**src/hdl/lbd_pkg.sv**
```systemverilog
package lbd_pkg;

  // Register addresses in the device map.
  localparam logic [7:0] CTRL_ADDR     = 8'h04;
  localparam logic [7:0] FREQ_ADDR     = 8'h10;
  localparam logic [7:0] SETPOINT_ADDR = 8'h11;
  localparam logic [7:0] SLOPE_ADDR    = 8'h12;

  // Field positions.
  localparam int LED_EN_BIT     = 1;
  localparam int INT_SEL_BIT    = 7;
  localparam int LOW_SLOPE_LSB  = 0;
  localparam int HIGH_SLOPE_LSB = 2;

  // Values after reset.
  localparam logic [5:0] FREQ_CODE_RESET = 6'h04;
  localparam logic [7:0] CTRL_RESET      = 8'h00;
  localparam logic [7:0] SETPOINT_RESET  = 8'h00;
  localparam logic [7:0] SLOPE_RESET     = 8'h00;
  localparam logic [7:0] DIVISOR_RESET   = 8'h10;

  // Highest legal frequency code; codes above it keep the reset divisor.
  localparam logic [5:0] FREQ_CODE_MAX = 6'h1a;

  // Set-point source selection.
  typedef enum logic [1:0]
  {
    SRC_ZERO     = 2'b00,
    SRC_ANALOG   = 2'b01,
    SRC_INTERNAL = 2'b10
  } lbd_src_type;

  // Register read or write request.
  typedef struct packed
  {
    logic       wr;
    logic       rd;
    logic [7:0] addr;
    logic [7:0] wdata;
  } lbd_req_type;

endpackage

```
**src/hdl/lbd_divider.sv**
```systemverilog
`timescale 1ns/1ns
module lbd_divider
(
  input  wire logic       clk,
  input  wire logic       reset,
  input  wire logic       ce,
  input  wire logic       run,
  input  wire logic [7:0] divisor,
  output logic            sw_clk
);

  logic [7:0] cnt_q;
  logic [7:0] cnt_d;
  logic       clk_q;
  logic       clk_d;
  logic       wrap;
  logic [7:0] half;

  // Half period toggling gives a 50% duty clock for the even divisors.
  assign half  = divisor >> 1;
  assign wrap  = (cnt_q >= half - 8'h01);
  assign cnt_d = (!run || wrap) ? 8'h00 : cnt_q + 8'h01;
  assign clk_d = !run ? 1'b0 : (wrap ? ~clk_q : clk_q);

  // Counter and output flop; a stopped stage holds the clock low.
  always_ff @(posedge clk)
  begin
    if (reset)
    begin
      cnt_q <= 8'h00;
      clk_q <= 1'b0;
    end
    else if (ce)
    begin
      cnt_q <= cnt_d;
      clk_q <= clk_d;
    end
  end

  assign sw_clk = clk_q;

endmodule

```
**src/hdl/lbd_top.sv**
```systemverilog
`timescale 1ns/1ns
// Contract
// RL1 - Stage switches only while enable bit set.
// RL2 - External PWM low selects zero-current level.
// RL3 - External PWM high selects analog set-point pin.
// RL4 - Internal select bit routes DAC to node.
// RL5 - DAC output is reference times code+1 over 128.
// RL6 - Switching clock is main clock over divisor.
// RL7 - Frequency code maps to the divisor table.
// RL8 - Reset frequency code is 4, divisor 16.
// RL9 - Low-duty slope codes give 0.1 to 0.4.
// RL10 - High-duty slope codes give 0.3 to 0.9.
// RL11 - Both slope codes reset to zero.
// RL12 - Host zeroes slopes when phase margin low.
// RL13 - External PWM kept below about 2 kHz.
// RL14 - Control register sits at address 0x04.
// RL15 - PWM input synchronised before driving the selector.
module lbd_top
(
  input  wire logic       CLK,
  input  wire logic       RESET,
  input  wire logic       CE,
  input  wire logic       REG_WR,
  input  wire logic       REG_RD,
  input  wire logic [7:0] REG_ADDR,
  input  wire logic [7:0] REG_WDATA,
  output logic      [7:0] REG_RDATA,
  output logic            REG_ACK,
  input  wire logic       PWM_IN,
  output logic            LED_DRIVE_ENABLE,
  output logic            SWITCHING_CLOCK,
  output logic      [1:0] SETPOINT_SOURCE,
  output logic      [6:0] DAC_CODE,
  output logic      [7:0] DAC_STEPS,
  output logic      [1:0] LOW_DUTY_SLOPE,
  output logic      [1:0] HIGH_DUTY_SLOPE,
  output logic      [7:0] SWITCH_DIVISOR
);

  // Map a frequency code to its divisor; illegal codes fall back to the reset value.
  function automatic logic [7:0] freq_divisor(input logic [5:0] code);
    logic [7:0] d;
    d = lbd_pkg::DIVISOR_RESET;
    if (code <= 6'h0a)
    begin
      d = 8'h08 + {1'b0, code, 1'b0};
    end
    else
    begin
      // Above code ten the steps are irregular, so they are listed one by one.
      unique case (code)
        6'h0b:   d = 8'h20;
        6'h0c:   d = 8'h22;
        6'h0d:   d = 8'h26;
        6'h0e:   d = 8'h2a;
        6'h0f:   d = 8'h2e;
        6'h10:   d = 8'h34;
        6'h11:   d = 8'h38;
        6'h12:   d = 8'h40;
        6'h13:   d = 8'h46;
        6'h14:   d = 8'h4c;
        6'h15:   d = 8'h54;
        6'h16:   d = 8'h66;
        6'h17:   d = 8'h70;
        6'h18:   d = 8'h7c;
        6'h19:   d = 8'h96;
        6'h1a:   d = 8'hb4;
        default: d = lbd_pkg::DIVISOR_RESET;
      endcase
    end
    return d;
  endfunction

  // Converter numerator: code plus one, so code zero still yields one step of the reference.
  function automatic logic [7:0] dac_steps(input logic [6:0] code);
    return {1'b0, code} + 8'h01;
  endfunction

  // Bus request and stored register fields.
  lbd_pkg::lbd_req_type req;
  logic [7:0]           ctrl_q;
  logic [5:0]           freq_q;
  logic [7:0]           setpoint_q;
  logic [3:0]           slope_q;
  logic [7:0]           steps_q;

  // Bus answer, divisor and dimming-pin synchroniser.
  logic [7:0]           rdata_q;
  logic                 ack_q;
  logic [7:0]           div_q;
  logic [2:0]           pwm_sync_q;
  logic                 pwm_level_q;

  // Decode and selection wires.
  logic                 wr_ctrl;
  logic                 wr_freq;
  logic                 wr_setpoint;
  logic                 wr_slope;
  logic [7:0]           rd_mux;
  logic                 led_en;
  logic                 int_sel;
  lbd_pkg::lbd_src_type src;

  // The bus pins travel together as one request word.
  assign req = '{wr: REG_WR, rd: REG_RD, addr: REG_ADDR, wdata: REG_WDATA};

  // Address decode for writes.
  assign wr_ctrl     = req.wr && (req.addr == lbd_pkg::CTRL_ADDR); // RL14
  assign wr_freq     = req.wr && (req.addr == lbd_pkg::FREQ_ADDR);
  assign wr_setpoint = req.wr && (req.addr == lbd_pkg::SETPOINT_ADDR);
  assign wr_slope    = req.wr && (req.addr == lbd_pkg::SLOPE_ADDR);

  // Read selection; unmapped addresses read zero.
  assign rd_mux = (req.addr == lbd_pkg::CTRL_ADDR)     ? ctrl_q :
                  (req.addr == lbd_pkg::FREQ_ADDR)     ? {2'b00, freq_q} :
                  (req.addr == lbd_pkg::SETPOINT_ADDR) ? setpoint_q :
                  (req.addr == lbd_pkg::SLOPE_ADDR)    ? {4'h0, slope_q} : 8'h00;

  // Register storage.
  always_ff @(posedge CLK)
  begin
    if (RESET)
    begin
      ctrl_q     <= lbd_pkg::CTRL_RESET;
      freq_q     <= lbd_pkg::FREQ_CODE_RESET; // RL8
      setpoint_q <= lbd_pkg::SETPOINT_RESET;
      slope_q    <= lbd_pkg::SLOPE_RESET[3:0]; // RL11
    end
    else if (CE)
    begin
      if (wr_ctrl)
        ctrl_q <= req.wdata;
      if (wr_freq)
        freq_q <= req.wdata[5:0];
      if (wr_setpoint)
        setpoint_q <= req.wdata;
      if (wr_slope)
        slope_q <= req.wdata[3:0];
    end
  end

  // The numerator is stored beside the code, so the converter output comes straight from a flop.
  // It updates on the same edge as the code, which keeps the two consistent at every sample.
  always_ff @(posedge CLK)
  begin
    if (RESET)
      steps_q <= dac_steps(lbd_pkg::SETPOINT_RESET[6:0]); // RL5
    else if (CE && wr_setpoint)
      steps_q <= dac_steps(req.wdata[6:0]); // RL5
  end

  // Read data and acknowledge, one cycle after the strobe.
  always_ff @(posedge CLK)
  begin
    if (RESET)
    begin
      rdata_q <= 8'h00;
      ack_q   <= 1'b0;
    end
    else if (CE)
    begin
      rdata_q <= req.rd ? rd_mux : rdata_q;
      ack_q   <= req.rd || req.wr;
    end
  end

  // Divisor is registered so the table lookup stays off the divider path.
  always_ff @(posedge CLK)
  begin
    if (RESET)
      div_q <= lbd_pkg::DIVISOR_RESET;
    else if (CE)
      div_q <= freq_divisor(freq_q); // RL7
  end

  // Three stages; only the second and third are compared, so a metastable first stage never reaches logic.
  always_ff @(posedge CLK)
  begin
    if (RESET)
    begin
      pwm_sync_q  <= 3'b000;
      pwm_level_q <= 1'b0;
    end
    else if (CE)
    begin
      pwm_sync_q <= {pwm_sync_q[1:0], PWM_IN}; // RL15
      if (pwm_sync_q[1] == pwm_sync_q[2])
        pwm_level_q <= pwm_sync_q[2]; // RL15
    end
  end

  // Control fields taken from the stored registers.
  assign led_en  = ctrl_q[lbd_pkg::LED_EN_BIT];
  assign int_sel = setpoint_q[lbd_pkg::INT_SEL_BIT];

  // Source selection: the internal DAC overrides the PWM pin entirely.
  assign src = int_sel     ? lbd_pkg::SRC_INTERNAL : // RL4
               pwm_level_q ? lbd_pkg::SRC_ANALOG :   // RL3
                             lbd_pkg::SRC_ZERO;      // RL2

  // Switching clock generator; idle and low while the stage is disabled.
  lbd_divider u_div
  (
    .clk     (CLK),
    .reset   (RESET),
    .ce      (CE),
    .run     (led_en), // RL1
    .divisor (div_q),
    .sw_clk  (SWITCHING_CLOCK) // RL6
  );

  // Analog-facing and bus outputs; DAC_STEPS is the stored numerator over 128.
  assign LED_DRIVE_ENABLE = led_en; // RL1
  assign SETPOINT_SOURCE  = src;
  assign DAC_CODE         = setpoint_q[6:0];
  assign DAC_STEPS        = steps_q; // RL5
  assign LOW_DUTY_SLOPE   = slope_q[lbd_pkg::LOW_SLOPE_LSB +: 2];  // RL9
  assign HIGH_DUTY_SLOPE  = slope_q[lbd_pkg::HIGH_SLOPE_LSB +: 2]; // RL10
  assign SWITCH_DIVISOR   = div_q;
  assign REG_RDATA        = rdata_q;
  assign REG_ACK          = ack_q;

endmodule

```
**config.mk**
```make
export PLATFORM = sky130hd
export DESIGN_NAME = lbd_top
export DESIGN_NICKNAME = d
export VERILOG_FILES = /design/src/hdl/lbd_pkg.sv /design/src/hdl/lbd_divider.sv /design/src/hdl/lbd_top.sv
export SDC_FILE = /design/constraint.sdc
export NUM_CORES = 1
export LEC_CHECK = 0
export BUFFER_PORTS_ARGS = -buffer_cell sky130_fd_sc_hd__buf_2
export CORE_UTILIZATION = 45
export CTS_CLUSTER_SIZE = 16
export DETAILED_ROUTE_END_ITERATION = 7
export GPL_ROUTABILITY_DRIVEN = 1
export GPL_TIMING_DRIVEN = 1
export PLACE_DENSITY = 0.64
export SLEW_MARGIN = 0
export SYNTH_ARGS = -nofsm -noshare
export SYNTH_HDL_FRONTEND = slang
export SYNTH_SLANG_ARGS = --single-unit
```
**constraint.sdc**
```tcl
create_clock -name CLK -period 3.6 [get_ports CLK]
set_input_delay 0.36 -clock CLK [delete_from_list [all_inputs] [get_ports CLK]]
set_output_delay 0.36 -clock CLK [all_outputs]
set_load 0.02 [all_outputs]
```
==> impl_table.tex <==
\begin{tabular}{lr}
\hline
Metric & Value \\
\hline
\multicolumn{2}{l}{\textbf{Power and ir drop}} \\
P per Cell Area & about 420 nW/µm² \\
IR drop worst, VDD & between 0.0002 and 0.00025 V \\
Leakage power summed over all cells & roughly 1.8 nW \\
\multicolumn{2}{l}{\textbf{Floorplanning}} \\
Count of pins on the block boundary & 62 \\
Initial Utilization & between 40\% and 50\% \\
Number of rows created at floorplan & 32 \\
Overall die height & slightly above 90 µm \\
Die area & about 8600 µm² \\
Die span in x & a little over 90 µm \\
Area of the core region & 7810 µm² \\
\multicolumn{2}{l}{\textbf{Yosys}} \\
Number of warnings printed during yosys synthesis & 0 \\
Number of enable-type register cells in the synthesized netlist & 0 \\
Async set-or-reset flop fraction in the synthesized netlist & 0\% \\
Proportion of netlist area held by the largest area contributor & about two fifths \\
Netlist area before placement & roughly 3700 µm² \\
Cell count after synthesis & approximately 430 \\
Cell type with the highest aggregate area in the netlist & sky130\_fd\_sc\_hd\_\_dfxtp\_1 \\
Mapped Nets & around 470 \\
Dominant synthesized flop cell & sky130\_fd\_sc\_hd\_\_dfxtp\_1 \\
Share of the yosys chip area belonging to registers & roughly two fifths \\
Netlist cell types & between 50 and 60 \\
Total of flip-flops plus latches after synthesis & 70 \\
Average cell area after synthesis & 8.63 µm² \\
Area contributors post-synth & sky130\_fd\_sc\_hd\_\_dfxtp\_1 (38\%), sky130\_fd\_sc\_hd\_\_mux2i\_1 (7.9\%), sky130\_fd\_sc\_hd\_\_ha\_1 (6.8\%), sky130\_fd\_sc\_hd\_\_nor2\_1 (5.0\%), sky130\_fd\_sc\_hd\_\_nand2\_1 (4.4\%) \\
\multicolumn{2}{l}{\textbf{Placed design}} \\
Half-perimeter wire length after detailed placement & 6470 µm \\
Post-detailed-placement cell area & just over 4000 µm² \\
Buffers added on ports & 60 \\
RD Place Congestion & approximately 0.80 \\
\multicolumn{2}{l}{\textbf{Timing}} \\
Setup repair after global routing missed its margin & no \\
Final hold violation count & 0 \\
Worst slew margin & between 40 and 50\% \\
Setup\_tns & 0 ns \\
Max Fclk & $\sim$0.38 GHz \\
Period utilisation layout & between 70\% and 80\% \\
Worst-case clock skew & roughly 0.014 ns \\
Setup violations, final & 0 \\
Least-Margin Pin Slew & between 0.8 and 0.9 ns \\
Fin crit period & between 2 and 3 ns \\
Max-slew violation total from the final report & 0 \\
\multicolumn{2}{l}{\textbf{Routing}} \\
DRC viols & 0 \\
Vias after detailed routing & $\sim$3200 \\
Final ANT Viol Nets & 0 \\
DRC violation total after the first TritonRoute iteration & 113 \\
1st-pass router iterations & 4 \\
Routed wire per std cell & 15.3 µm \\
Final routed wirelength across all metal layers & approximately 8900 µm \\
Vias per inst & roughly 5.5 \\
\multicolumn{2}{l}{\textbf{Clock tree}} \\
Clk Latency, worst-skew pair & between 0.3 and 0.4 ns \\
Sinks on the clock net & 70 \\
Post-CTS Resized & 0 \\
Clock tree buffer depth & 2 \\
Cell chosen for the clock root & sky130\_fd\_sc\_hd\_\_clkbuf\_8 \\
CTS tree & done \\
TritonCTS Buffers & 9 \\
Deepest level of the CTS H-tree & 3 \\
Post-CTS repair timing setup buffer count & 0 \\
Post-CTS Hold Buffers & 0 \\
Reg clk slew, reported paths & about 0.08 ns \\
\multicolumn{2}{l}{\textbf{GRT}} \\
Overall track demand over capacity in global routing & 22.3\% \\
Largest net degree at the start of global routing & 45 \\
Number of global-route vias before repair & a little over 3000 \\
Initial antenna violation count & 0 \\
Congestion Overflow GR & 0 \\
First-pass GRT wire length & 15100 µm \\
\multicolumn{2}{l}{\textbf{Status}} \\
Run status & finished, final reports clean \\
\multicolumn{2}{l}{\textbf{Worst setup path}} \\
Required @ worst endpoint & approximately 3.9 ns \\
Kind of start point of the critical path & flip-flop \\
Worst Path Max Fanout & 6 \\
Crit Path Category & reg2reg \\
Category of the worst setup path capture point & flip-flop \\
Arrival time of the worst setup path & between 2 and 3 ns \\
\multicolumn{2}{l}{\textbf{Layout}} \\
Number of diodes & 0 \\
Total non-filler cell area in the finished layout & between 4000 and 5000 µm² \\
Synthesis-to-finish area growth & 16.9\% \\
Total number of nets in the final design & about 520 \\
FILL cells & between 700 and 800 \\
Fraction of final layout cells with drive strength greater than 1 & 18.5\% \\
\multicolumn{2}{l}{\textbf{Job}} \\
Max cap viols & 0 \\
\multicolumn{2}{l}{\textbf{Hold path}} \\
Path category of the worst min-delay check & in2reg \\
\hline
\end{tabular}
-- worst max-delay path: stages, from the launching register on --
cell and delay, ns:
sky130_fd_sc_hd__dfxtp_1 0.36, sky130_fd_sc_hd__nor3_1 0.27, sky130_fd_sc_hd__nand3_1 0.14, sky130_fd_sc_hd__or3_1 0.33
sky130_fd_sc_hd__ha_1 0.32, sky130_fd_sc_hd__nand4_1 0.18, sky130_fd_sc_hd__or2_2 0.32, sky130_fd_sc_hd__o22ai_1 0.45
sky130_fd_sc_hd__mux2i_1 0.23
-- layout by cell type, fill, tap and decap left out, types with 5 or more instances in the layout --
cell type,instances
sky130_fd_sc_hd__a211oi_1,19
sky130_fd_sc_hd__a21oi_1,26
sky130_fd_sc_hd__a22oi_1,8
sky130_fd_sc_hd__buf_2,60
sky130_fd_sc_hd__bufinv_16,5
sky130_fd_sc_hd__clkbuf_8,9
sky130_fd_sc_hd__dfxtp_1,70
sky130_fd_sc_hd__ha_1,20
sky130_fd_sc_hd__inv_1,10
sky130_fd_sc_hd__mux2i_1,29
sky130_fd_sc_hd__nand2_1,43
sky130_fd_sc_hd__nand3_1,16
sky130_fd_sc_hd__nand4_1,8
sky130_fd_sc_hd__nor2_1,49
sky130_fd_sc_hd__nor2b_1,12
sky130_fd_sc_hd__nor3_1,6
sky130_fd_sc_hd__nor4_1,5
sky130_fd_sc_hd__o21ai_0,7
sky130_fd_sc_hd__xnor2_1,7
sky130_fd_sc_hd__xor2_1,9
-- registers in the layout (all words and copies together), names as in the netlist, named ones only --
| name | cells |
|---|---|
| slope_q | 4 |
| REG_ACK | 1 |
| SWITCH_DIVISOR | 7 |
| u_div.cnt_q | 8 |
| REG_RDATA | 8 |
| u_div.sw_clk | 1 |
| ctrl_q | 8 |
| freq_q | 6 |
| DAC_STEPS | 8 |
| pwm_sync_q | 3 |
| setpoint_q | 8 |
| pwm_level_q | 1 |
-- layout make-up --
cell class | instances | area, µm² | share of cell area, %
clock buffer | 9 | 124 | 2.88
tap | 102 | 128 | 2.96
sequential | 70 | 1400 | 32.5
clock inverter | 6 | 159 | 3.69
timing repair buffer | 63 | 323 | 7.49
inverter | 12 | 46.3 | 1.07
multi-input combinational | 320 | 2130 | 49.4
-- per-layer routing --
layer | global-route usage [%] | vias to the layer above | share of wire (%)
met5 | 0 | - | 0
met4 | 7.94 | 0 | 0.59
met3 | 3.61 | 5 | 5.2
met2 | 36.2 | 79 | 49
met1 | 29.9 | 1518 | 46
li1 | - | 1622 | -
-- path summary, 6_finish.rpt --
kind | from | endpoint | slack (ns) | cells past startpoint
worst max-delay path | SWITCH_DIVISOR[3] | u_div.sw_clk | 0.93 | 8
worst min-delay path | REG_WDATA[7] | setpoint_q[7] | 0.26 | 3
worst max register to register | SWITCH_DIVISOR[3] | u_div.sw_clk | 0.93 | 8
worst min register to register | pwm_sync_q[2] | pwm_level_q | 0.46 | 2
-- through the flow --
stage	hold slack (ns)	util (%)	instances	power, mW	setup slack [ns]
2_1_floorplan	0.436	-	427	0.901	0.898
3_3_place_gp	0.441	51.6	567	0.941	0.690
3_5_place_dp	0.449	51.6	567	0.944	0.612
4_1_cts	0.249	55.2	582	1.84	0.909
5_1_grt	0.259	55.2	582	1.89	0.689
6_report	0.263	55.2	582	1.82	0.933
-- logic make-up (layout without fill, tap and decap cells) --
logic type / Yosys count / after routing / synth area share (%)
AND/OR/NAND/NOR: 165 / 165 / 22.7
AO/OA/AOI/OAI: 89 / 89 / 16.5
flip-flops: 70 / 70 / 38.0
buffers and inverters: 37 / 90 / 4.21
multiplexers: 29 / 29 / 7.88
adder cells (fa/ha/maj): 20 / 20 / 6.79
XOR/XNOR: 16 / 16 / 3.80
other: 1 / 1 / 0.102
-- Yosys cell counts (all sizes together), types with 2 or more instances --
library cell  count
dfxtp            70
nor2             49
nand2            43
mux2i            29
a21oi            26
ha               20
a211oi           19
nand3            17
clkbuf           16
nor2b            12
inv              10
buf               9
xor2              9
a22oi             8
nand4             8
nor3              7
o21ai             7
xnor2             7
nor4              6
a21o              4
nand2b            4
nand3b            4
a211o             3
a22o              3
and3              3
nor3b             3
o21a              3
o31ai             3
a31oi             2
clkinv            2
o2111ai           2
o221ai            2
or2               2
-- power by group --
group | internal, mW | switching, mW
combinational | 0.0468 | 0.0883
clock | 0.598 | 0.297
sequential | 0.784 | 0.00720
Note: power is estimated with default switching activity, not from simulation.
